$ cat config.mk
export PLATFORM = sky130hd
export DESIGN_NAME = chc_top
export DESIGN_NICKNAME = d
export VERILOG_FILES = /design/src/hw/chc_pkg.sv /design/src/hw/chc_cycle.sv /design/src/hw/chc_top.sv
export SDC_FILE = /design/constraint.sdc
export NUM_CORES = 1
export LEC_CHECK = 0
export BUFFER_PORTS_ARGS = -buffer_cell sky130_fd_sc_hd__buf_4
export CAP_MARGIN = 10
export CORE_ASPECT_RATIO = 0.7
export CORE_MARGIN = 2
export CORE_UTILIZATION = 53
export DETAILED_ROUTE_END_ITERATION = 10
export GPL_TIMING_DRIVEN = 1
export PLACE_DENSITY_LB_ADDON = 0.05
export SLEW_MARGIN = 5
export SYNTH_ARGS = -nofsm -noshare
export SYNTH_HDL_FRONTEND = slang
export SYNTH_SLANG_ARGS = --single-unit
$ cat constraint.sdc
create_clock -name mclk -period 2.5 [get_ports mclk]
set_input_delay 0.125 -clock mclk [delete_from_list [all_inputs] [get_ports mclk]]
set_output_delay 0.125 -clock mclk [all_outputs]
set_load 0.01 [all_outputs]
$ cat src/hw/chc_pkg.sv
// Constants and types for the content-addressable memory host controller
package chc_pkg;
  localparam int CLK_PERIOD_NS = 100;
  localparam int T_SETUP_NS = 50;
  localparam int T_STROBE_NS = 200;
  localparam int T_RECOVER_NS = 100;
  localparam int SETUP_CYC = (T_SETUP_NS + CLK_PERIOD_NS - 1) / CLK_PERIOD_NS;
  localparam int STROBE_CYC = (T_STROBE_NS + CLK_PERIOD_NS - 1) / CLK_PERIOD_NS;
  localparam int RECOVER_CYC =
    (T_RECOVER_NS + CLK_PERIOD_NS - 1) / CLK_PERIOD_NS;

  // Avalon byte offsets
  localparam logic [4:0] REG_CMD = 5'h00;
  localparam logic [4:0] REG_WDATA = 5'h04;
  localparam logic [4:0] REG_RDATA = 5'h08;
  localparam logic [4:0] REG_STATUS = 5'h0C;
  localparam logic [4:0] REG_INSTR = 5'h10;

  // Command and instruction register fields
  localparam int CMD_AV_BIT = 12;
  localparam int CMD_WR_BIT = 13;
  localparam int CMD_VB_BIT = 14;
  localparam int CMD_SELA_BIT = 15;
  localparam int CMD_SELB_BIT = 16;
  localparam int INS_DATA_BIT = 13;
  localparam int INS_DREAD_BIT = 14;

  // Status register fields
  localparam int ST_BUSY = 0;
  localparam int ST_VB = 1;
  localparam int ST_MF = 2;
  localparam int ST_MV = 3;
  localparam int ST_MM = 4;
  localparam int ST_FF = 5;
  localparam int ST_TYPE_ERR = 6;
  localparam int ST_PEND = 7;
  localparam int ST_PEND_RD = 8;

  localparam logic [31:0] RST_WDATA = 32'h0000_0000;

  typedef struct packed {
    logic [11:0] ac;
    logic av;
    logic wr;
    logic vb_n;
    logic sel_a;
    logic sel_b;
  } chc_cmd_type;

  typedef struct packed {
    logic mf_n;
    logic mv_n;
    logic mm_n;
    logic ff_n;
  } chc_flags_type;

  typedef struct packed {
    logic ce_n;
    logic sel_a_n;
    logic sel_b_n;
    logic we_n;
    logic oe_n;
    logic av_n;
    logic [11:0] ac;
    logic [31:0] dq;
    logic dq_oe_n;
    logic vb;
    logic vb_oe_n;
  } chc_pins_type;

  localparam chc_pins_type PINS_IDLE = '{ce_n: 1'b1, sel_a_n: 1'b1,
    sel_b_n: 1'b1, we_n: 1'b1, oe_n: 1'b1, av_n: 1'b0, ac: 12'h000,
    dq: 32'h0000_0000, dq_oe_n: 1'b1, vb: 1'b1, vb_oe_n: 1'b1};
  localparam chc_flags_type FLAGS_IDLE = 4'hF;
endpackage

$ cat src/hw/chc_cycle.sv
// One strobe-qualified pin cycle toward the memory device
module chc_cycle
  import chc_pkg::*;
(
  input wire logic mclk,
  input wire logic reset,
  input wire logic start,
  input chc_cmd_type cmd,
  input wire logic [31:0] wdata,
  input wire logic [31:0] dq_in,
  input wire logic vb_in,
  input chc_flags_type flags_in,
  output logic busy,
  output logic [31:0] rdata,
  output logic vb_rd,
  output chc_flags_type flags,
  output chc_pins_type pins
);
  typedef enum logic [1:0] {IDLE, SETUP, STROBE, RECOVER} chc_state_type;
  chc_state_type state, next_state;
  logic [3:0] cnt, next_cnt;
  logic [31:0] next_rdata;
  logic next_vb_rd;
  chc_flags_type next_flags;
  chc_pins_type next_pins;

  assign busy = (state != IDLE);

  always_comb
  begin
    next_state = state;
    next_cnt = cnt;
    next_pins = pins;
    next_rdata = rdata;
    next_vb_rd = vb_rd;
    next_flags = flags;
    unique case (state)
      IDLE:
        if (start)
        begin
          next_state = SETUP;
          next_cnt = 4'(SETUP_CYC - 1);
          next_pins.sel_a_n = ~cmd.sel_a;
          next_pins.sel_b_n = ~cmd.sel_b;
          next_pins.av_n = cmd.av;
          next_pins.ac = cmd.ac;
          next_pins.we_n = ~cmd.wr;
          next_pins.oe_n = cmd.wr;
          next_pins.dq = wdata;
          next_pins.dq_oe_n = ~cmd.wr;
          next_pins.vb = cmd.vb_n;
          next_pins.vb_oe_n = ~(cmd.wr & ~cmd.av);
        end
      SETUP:
        if (cnt == 4'h0)
        begin
          next_state = STROBE;
          next_cnt = 4'(STROBE_CYC - 1);
          next_pins.ce_n = 1'b0;
        end
        else
        begin
          next_cnt = cnt - 4'h1;
        end
      STROBE:
        if (cnt == 4'h0)
        begin
          next_state = RECOVER;
          next_cnt = 4'(RECOVER_CYC - 1);
          next_pins.ce_n = 1'b1;
          next_rdata = dq_in;
          next_vb_rd = vb_in;
        end
        else
        begin
          next_cnt = cnt - 4'h1;
        end
      RECOVER:
        if (cnt == 4'h0)
        begin
          next_state = IDLE;
          next_flags = flags_in;
          next_pins = PINS_IDLE;
        end
        else
        begin
          next_cnt = cnt - 4'h1;
        end
    endcase
  end

  always_ff @(posedge mclk)
  begin
    if (reset)
    begin
      state <= IDLE;
      cnt <= 4'h0;
      pins <= PINS_IDLE;
      rdata <= 32'h0000_0000;
      vb_rd <= 1'b1;
      flags <= FLAGS_IDLE;
    end
    else
    begin
      state <= next_state;
      cnt <= next_cnt;
      pins <= next_pins;
      rdata <= next_rdata;
      vb_rd <= next_vb_rd;
      flags <= next_flags;
    end
  end
endmodule

$ cat src/hw/chc_top.sv
// Avalon-controlled host for the memory device's parallel port
module chc_top
  import chc_pkg::*;
(
  input wire logic mclk,
  input wire logic reset,
  input wire logic [4:0] avs_address,
  input wire logic avs_read,
  input wire logic avs_write,
  input wire logic [31:0] avs_writedata,
  output logic [31:0] avs_readdata,
  output logic avs_waitrequest,
  output logic chip_enable_n,
  output logic select_a_n,
  output logic select_b_n,
  output logic write_enable_n,
  output logic output_enable_n,
  output logic address_valid_n,
  output logic [11:0] addr_ctrl_bus,
  input wire logic [31:0] data_bus_in,
  output logic [31:0] data_bus_out,
  output logic data_bus_oe_n,
  input wire logic validity_n_in,
  output logic validity_n_out,
  output logic validity_n_oe_n,
  input wire logic match_flag_n,
  input wire logic match_valid_n,
  input wire logic multi_match_n,
  input wire logic full_flag_n
);
  logic busy;
  logic [31:0] seq_rdata;
  logic seq_vb;
  chc_flags_type seq_flags;
  chc_flags_type flags_in;
  chc_pins_type pins;
  chc_cmd_type seq_cmd;
  logic [31:0] seq_wdata;
  logic start, is_instr, refuse;
  logic req, fire, accept;
  logic [31:0] wdata, next_wdata;
  logic pend, next_pend;
  logic pend_read, next_pend_read;
  logic type_err, next_type_err;
  logic [31:0] next_readdata;
  logic next_waitreq;
  logic [31:0] status;

  assign flags_in = '{mf_n: match_flag_n, mv_n: match_valid_n,
    mm_n: multi_match_n, ff_n: full_flag_n};

  always_comb
  begin
    status = 32'h0000_0000;
    status[ST_BUSY] = busy;
    status[ST_VB] = seq_vb;
    status[ST_MF] = seq_flags.mf_n;
    status[ST_MV] = seq_flags.mv_n;
    status[ST_MM] = seq_flags.mm_n;
    status[ST_FF] = seq_flags.ff_n;
    status[ST_TYPE_ERR] = type_err;
    status[ST_PEND] = pend;
    status[ST_PEND_RD] = pend_read;
  end

  always_comb
  begin
    req = avs_read | avs_write;
    fire = req & ~avs_waitrequest;
    accept = ~(avs_write & busy &
      ((avs_address == REG_CMD) | (avs_address == REG_INSTR)));
    next_waitreq = ~(req & avs_waitrequest & accept);
    next_readdata = avs_readdata;
    if (req & avs_waitrequest & accept & avs_read)
    begin
      unique case (avs_address)
        REG_CMD: next_readdata = 32'h0000_0000;
        REG_WDATA: next_readdata = wdata;
        REG_RDATA: next_readdata = seq_rdata;
        REG_STATUS: next_readdata = status;
        default: next_readdata = 32'h0000_0000;
      endcase
    end
  end

  always_comb
  begin
    start = 1'b0;
    is_instr = 1'b0;
    refuse = 1'b0;
    seq_cmd = '{ac: avs_writedata[11:0], av: avs_writedata[CMD_AV_BIT],
      wr: avs_writedata[CMD_WR_BIT], vb_n: avs_writedata[CMD_VB_BIT],
      sel_a: avs_writedata[CMD_SELA_BIT], sel_b: avs_writedata[CMD_SELB_BIT]};
    seq_wdata = wdata;
    next_wdata = wdata;
    next_pend = pend;
    next_pend_read = pend_read;
    next_type_err = type_err;
    if (fire & avs_write)
    begin
      unique case (avs_address)
        REG_CMD:
          // Data cycle against a held instruction must match its direction
          if (~seq_cmd.av & pend & (seq_cmd.wr == pend_read))
          begin
            refuse = 1'b1;
          end
          else
          begin
            start = 1'b1;
          end
        REG_WDATA: next_wdata = avs_writedata;
        REG_STATUS:
          if (avs_writedata[ST_TYPE_ERR])
          begin
            next_type_err = 1'b0;
          end
        REG_INSTR:
        begin
          start = 1'b1;
          is_instr = 1'b1;
          seq_cmd.ac = 12'h000;
          seq_cmd.av = 1'b1;
          seq_cmd.wr = 1'b1;
          seq_cmd.vb_n = 1'b1;
          seq_wdata = {19'h00000, avs_writedata[12:0]};
          next_pend = avs_writedata[INS_DATA_BIT];
          next_pend_read = avs_writedata[INS_DREAD_BIT];
        end
        default: next_wdata = wdata;
      endcase
    end
    if (refuse)
    begin
      next_type_err = 1'b1;
    end
  end

  always_ff @(posedge mclk)
  begin
    if (reset)
    begin
      avs_readdata <= 32'h0000_0000;
      avs_waitrequest <= 1'b1;
      wdata <= RST_WDATA;
      pend <= 1'b0;
      pend_read <= 1'b0;
      type_err <= 1'b0;
    end
    else
    begin
      avs_readdata <= next_readdata;
      avs_waitrequest <= next_waitreq;
      wdata <= next_wdata;
      pend <= next_pend;
      pend_read <= next_pend_read;
      type_err <= next_type_err;
    end
  end

  chc_cycle u_cycle (
    .mclk(mclk),
    .reset(reset),
    .start(start),
    .cmd(seq_cmd),
    .wdata(seq_wdata),
    .dq_in(data_bus_in),
    .vb_in(validity_n_in),
    .flags_in(flags_in),
    .busy(busy),
    .rdata(seq_rdata),
    .vb_rd(seq_vb),
    .flags(seq_flags),
    .pins(pins)
  );

  assign chip_enable_n = pins.ce_n;
  assign select_a_n = pins.sel_a_n;
  assign select_b_n = pins.sel_b_n;
  assign write_enable_n = pins.we_n;
  assign output_enable_n = pins.oe_n;
  assign address_valid_n = pins.av_n;
  assign addr_ctrl_bus = pins.ac;
  assign data_bus_out = pins.dq;
  assign data_bus_oe_n = pins.dq_oe_n;
  assign validity_n_out = pins.vb;
  assign validity_n_oe_n = pins.vb_oe_n;
endmodule

==> results of run 1 <==
per-layer routing:
metal,share of wire,wire (µm)
met3,0.072,1440
met1,0.44,8790
met2,0.47,9390
met4,0.014,274
met5,0,0
cell families (layout without fill, tap and decap cells):
group,count (synthesis),in the layout,synth area share
flip-flops,163,163,0.507
XOR/XNOR,2,2,0.00272
adder cells (fa/ha/maj),5,5,0.00973
AND/OR/NAND/NOR,240,240,0.169
buffers and inverters,61,285,0.0477
multiplexers,34,34,0.0529
AO/OA/AOI/OAI,188,188,0.211
layout make-up:
class | instances | area [µm²]
clock buffers | 19 | 443
well taps | 157 | 196
flip-flops and latches | 163 | 3260
repair buffers | 250 | 2100
inverters | 5 | 18.8
fillers | 779 | 2670
clock inverters | 11 | 178
multi-input cells | 469 | 2900
flip-flops by register name (all words and copies together) (netlist names), 2 cells and up:
name and count:
u_cycle.state 2, u_cycle.pins 52, wdata 32, u_cycle.flags 4, u_cycle.rdata 32, u_cycle.cnt 4, avs_readdata 32
what timing repair did:
action | in CTS | in global routing
hold buffers | 70 | 0
hold endpoints to repair | 81 | 0
buffers inserted | 0 | 0
power by group:
group          leakage [nW]  internal [mW]  total, mW  switching (mW)
combinational          1.93          0.469      0.968           0.498
clock                 0.304           1.70       2.76            1.06
sequential             1.31           2.69       2.75          0.0589
total                  3.55           4.86       6.48            1.62
through the flow:
stage                     power [mW]  hold slack, ns
after floorplan                 3.31           0.241
after global placement          3.65           0.365
after detailed placement        3.67           0.371
after CTS                       6.49          0.0243
after global routing            6.69          0.0426
final                           6.48          0.0325
worst paths after layout:
kind	startpoint	end	slack, ns	depth (start not counted)
hold reg to reg	u_cycle.rdata[22]	u_cycle.rdata[22]	0.46	2
setup / recovery	u_cycle.cnt[0]	u_cycle.pins[40]	0.28	7
hold / removal	avs_writedata[13]	wdata[13]	0.03	3
setup reg to reg	u_cycle.cnt[0]	u_cycle.pins[40]	0.28	7
critical path: stages, from the launching register on:
cell	delay, ns
dfxtp_1	0.34
inv_1	0.09
ha_1	0.20
or3b_4	0.43
a221oi_2	0.42
and2_2	0.24
buf_12	0.19
mux2i_1	0.23
cells in the final DEF (no fill, tap or decap), drive strengths merged, types with 3 or more instances in the layout:
cell / n
buf: 180
ha: 5
dlygate4sd3: 70
nor2b: 7
clkinv: 5
dfxtp: 163
and3: 11
a221oi: 10
a22o: 18
mux2i: 34
nor3: 8
nand3: 10
nor2: 13
o2bb2ai: 45
inv: 7
and2: 3
a22oi: 24
a21oi: 73
nor3b: 5
bufinv: 4
nand2: 168
clkbuf: 19
o21ai: 5
==> metrics, run 1 <==
Clock Path Buffers=2; CTS clock-pin slew for the worst setup and hold paths=0.06 ns; Antenna Nets Post-Route=0; Syn Nets=776; antenna diode count=0; mean area per synthesized cell=9.28 µm²; setup tns final=0 ns; Syn Inst Count=693; I/O pin total=164; overall die height=96.2 µm; Post-DP Area=0.00778 mm²; WL final=19.9 mm; Pins Over Slew Limit=0; DR iter-0 viols=476; CP Max Fanout=20; Port Buffers=approximately 160; largest cells by area after synthesis=dfxtp_1 51%, nand2_1 9.8%, o2bb2ai_1 6.1%; area share of the largest cell type after synthesis=0.507; clock latency on the worst-skew pair=0.42 ns; largest net degree at the start of global routing=56; max_cap viols=0; peak supply drop=0.600 mV; grt ovf=0; WP data required=2.84 ns; vias=between 6000 and 7000; pre-CTS setup slack=0.340 ns; Synth Register Bits=163; Worst setup SP type=register; GR Util met3=0.0606; max_slew headroom=0.563; Yosys warnings=0; # DRC=0; starting density of the core=0.546; Setup Skew=0.0121 ns; setup violators final=0; Core ar.=0.0118 mm²; H-tree lvl count=4; Pwr per Cell Area=a little over 700 mW/mm²; final worst-path cycle share=0.886; status=finished clean; Post-synth EDFFs=0; synthesis-to-layout area growth=41.5%; ys async rst share=0; vias in the first global route=5925; Post-Place Cells=about 1000; Clock Sinks=163; GPL Wtd Cong=0.814; Hold WC Path Type=in -> reg; met2 usage=0.505; Synth Cell Area=around 0.0064 mm²; wire per inst=between 15 and 20 µm; fmax=451 MHz; PostCTS Resize Cnt=0; Vias/cell=5.69; CTS tree=built; initial antenna violation count=0; GRT busiest layer=met2; FP Rows=33; area leader, netlist=dfxtp_1; Layout Cells excl Fill=1074; Fin. Hold Viols=0; Final min period=2.22 ns; Final nets=989; drt first pass iters=5; Worst setup EP type=register; post-route setup slack=0.284 ns; Worst-Margin Slew=0.656 ns; GRT Total Usage=0.304; met1 Resource Use GR=0.402; Data arrival, critical path=between 2 and 3 ns; Distinct cells, synth=53; Critical Setup Path Class=reg -> reg; layout cell share with drive strength beyond 1=0.243; Finished Cell Area=0.00910 mm²; first-pass GRT wire length=roughly 30 mm; post-synthesis sequential area ratio=0.507; Main synth FF type=dfxtp_1; synth cell count leaders=168 x nand2_1, 163 x dfxtp_1, 72 x a21oi_1, 45 x o2bb2ai_1, 34 x mux2i_1; Die Wd=136 µm; Die ar.=0.0130 mm²; CTS buffer count=17; HPWL Detailed=12.5 mm; utilization after layout=0.773; most frequent cell after synthesis=nand2_1; CTS Root Cell=clkbuf_16; RSZ-0062 raised after global routing=no; Static Leak=3.55 nW
No activity file was read; power rests on OpenSTA's default activity.
==> inputs of run 2 (changes only) <==
--- a/config.mk
+++ b/config.mk
@@ -9,9 +9,8 @@
 export CAP_MARGIN = 10
 export CORE_ASPECT_RATIO = 0.7
 export CORE_MARGIN = 2
-export CORE_UTILIZATION = 53
+export CORE_UTILIZATION = 57
 export DETAILED_ROUTE_END_ITERATION = 10
-export GPL_TIMING_DRIVEN = 1
 export PLACE_DENSITY_LB_ADDON = 0.05
 export SLEW_MARGIN = 5
 export SYNTH_ARGS = -nofsm -noshare
==> constraint.sdc (replaced) <==
create_clock -name mclk -period 2.8 [get_ports mclk]
set_input_delay 0.14 -clock mclk [delete_from_list [all_inputs] [get_ports mclk]]
set_output_delay 0.14 -clock mclk [all_outputs]
set_load 0.01 [all_outputs]
==> run 2 against run 1 <==
Against the previous run:
- first-iteration DRC count up 6.1%
- sequential power down 11%
- routed wire length up 1.9%
- hold slack worse by 0.012 ns
- largest cell class unchanged
==> metrics, run 2 (synthesis gave the netlist of run 1 again) <==
status=finished clean; CTS tree=built; fillers=702 (-9.9%); Static Leak=3.47 nW (-2.1%); CP bufs+invs=2 (unchanged); DR iter-0 viols=505 (+6.1%); GRT Total Usage=0.339 (+0.0348); CTS buffer count=17 (unchanged); Core ar.=0.0110 mm² (-6.4%); # DRC=0 (unchanged); Top reg by flops=u_cycle.pins; Metal-1 WL=8.57 mm (-2.5%); max_slew headroom=0.323 (-0.239); setup tns final=0 ns (unchanged); Reg area=0.00326 mm² (unchanged); H-tree lvl count=4 (unchanged); FF-to-FF path depth=7 (unchanged); FP Rows=32 (-3.0%); max_cap viols=0 (unchanged); hold path cells=3 (unchanged); Data arrival, critical path=2.82 ns (+0.26 ns); Die ar.=0.0122 mm² (-6.8%); Critical Path Max Stage Delay=0.42 ns (about the same); Critical Setup Path Class=reg -> reg; Final nets=984 (-0.51%); Antenna Nets Post-Route=0 (unchanged); Vias/cell=5.91 (+3.8%); Min-Delay Startpoint=multi_match_n; HPWL Detailed=12.8 mm (+3.0%); routed wl met2=9.52 mm (+1.3%); CTS Root Cell=clkbuf_16; final worst-path cycle share=0.884 (-0.00211); initial antenna violation count=0 (unchanged); clock latency on the worst-skew pair=0.43 ns (about the same); hold endpoint=u_cycle.flags[1]; Fin. Hold Viols=0 (unchanged); commonest non-fill, non-tap cell in the layout=buf_4; layout cell share with drive strength beyond 1=0.244 (+0.000798); GPL Wtd Cong=0.900 (+11%); setup violators final=0 (unchanged); antenna diode count=0 (unchanged); WL final=20.3 mm (+1.9%); CP max-delay cell=or3b_4; Worst setup EP type=register; FF-to-FF End=u_cycle.pins[38]; first-pass GRT wire length=31.8 mm (+3.9%); Port Buffers=163 (unchanged); Finished Cell Area=0.00894 mm² (-1.7%); most frequent cells in the layout=178 x buf_4, 168 x nand2_1, 163 x dfxtp_1; Clock Sinks=163 (unchanged); Setup Skew=0.00832 ns (-0.00376 ns); WP data required=3.14 ns (+0.30 ns); Final min period=2.48 ns (+0.260 ns); Hold WC Path Type=in -> reg; uppermost layer routed=met4; Setup Fix Bufs, Post-CTS=0 (unchanged); Pins Over Slew Limit=0 (unchanged); R2R Path Start=u_cycle.cnt[0]; Post-DP Area=0.00773 mm² (-0.64%); CP Max Fanout=13 (-35%); peak supply drop=0.462 mV (-23%); I/O pin total=164 (unchanged); CP top delay family=simple AND/OR/NAND/NOR gates; grt ovf=0 (unchanged); crit path cell chain=inv_1, ha_1, or3b_4, a221oi_2, and2_2, buf_4, mux2i_1; utilization after layout=0.812 (+0.0391); max reg flops=52 (unchanged); metal3 WL=1.73 mm (+20%); RSZ-0062 raised after global routing=no; Worst-Margin Slew=1.01 ns (+0.359 ns); drt first pass iters=6 (+1); CTS clock-pin slew for the worst setup and hold paths=0.07 ns (about the same); Total Power=5.50 mW (-15%); Clock Path Buffers=2 (unchanged); reg2reg setup slack=0.32 ns (+0.04 ns); Pwr per Cell Area=615 mW/mm² (-14%); Worst setup SP type=register; vias in the first global route=6201 (+4.7%); vias=6309 (+3.2%); fmax=404 MHz (-11%); wire per inst=19.0 µm (+2.6%); largest net degree at the start of global routing=47 (-16%); starting density of the core=0.584 (+0.0376); overall die height=92.9 µm (-3.4%); synthesis-to-layout area growth=39.1%; footprint of the multi-input gates=0.00290 mm² (unchanged); Die Wd=131 µm (-3.5%)
run 2: cell count changes in the layout (fill, tap and decap cells not counted):
cell / delta
clkbuf_1: +1
buf_4: +2
dlygate4sd3_1: -4
clkinv_4: -2
bufinv_16: -3
clkinv_2: +2
buf_12: -3
clkinvlp_4: +5
inv_6: -1
run 2: area by class of cell:
type,instances,share of cell area
timing repair buffer,245,0.226
clock buffer,20,0.0500
multi-input combinational,469,0.324
tap,153,0.0214
sequential,163,0.365
clock inverter,12,0.0122
inverter,5,0.00210
run 2: worst max-delay path by stage:
stage | start | to | slack [ns] | cells after the start
finish | u_cycle.cnt[0] | u_cycle.pins[38] | 0.32 | 7
global placement | u_cycle.cnt[0] | u_cycle.pins[40] | 0.54 | 7
floorplan | u_cycle.cnt[0] | u_cycle.pins[50] | 0.96 | 7
CTS | u_cycle.cnt[0] | u_cycle.pins[38] | 0.35 | 7
detailed placement | u_cycle.cnt[0] | u_cycle.pins[39] | 0.36 | 7
global route | u_cycle.state[0] | u_cycle.pins[38] | 0.18 | 7
run 2: power by group:
group	internal, mW	switching, mW
Sequential	2.40	0.0531
Combinational	0.398	0.441
Clock	1.25	0.954
run 2: metrics by stage:
step	hold slack [ns]	instances	setup slack, ns
after floorplan	0.256	693	0.963
after global placement	0.383	969	0.543
after detailed placement	0.396	969	0.360
after CTS	0.00554	1067	0.346
after global routing	0.0231	1067	0.183
final	0.0200	1067	0.324
run 2: metal layers:
layer | up-vias | global-route usage
met4 | 0 | 0.117
li1 | 2880 | -
met2 | 332 | 0.546
met3 | 57 | 0.0809
met5 | - | 0
met1 | 3040 | 0.446
run 2: worst register-to-register path: cells and delay by family (launching register included):
kind / cells / cell delay [ns]
AO/OA/AOI/OAI: 1 / 0.40
adder cells (fa/ha/maj): 1 / 0.20
buffers and inverters: 2 / 0.39
flip-flops: 1 / 0.34
multiplexers: 1 / 0.27
AND/OR/NAND/NOR: 2 / 0.79
run 2: timing repair:
| item | CTS | global route |
|---|---|---|
| hold buffers | 66 | 0 |
| hold endpoints to repair | 69 | 0 |
| resized for setup | 0 | 0 |
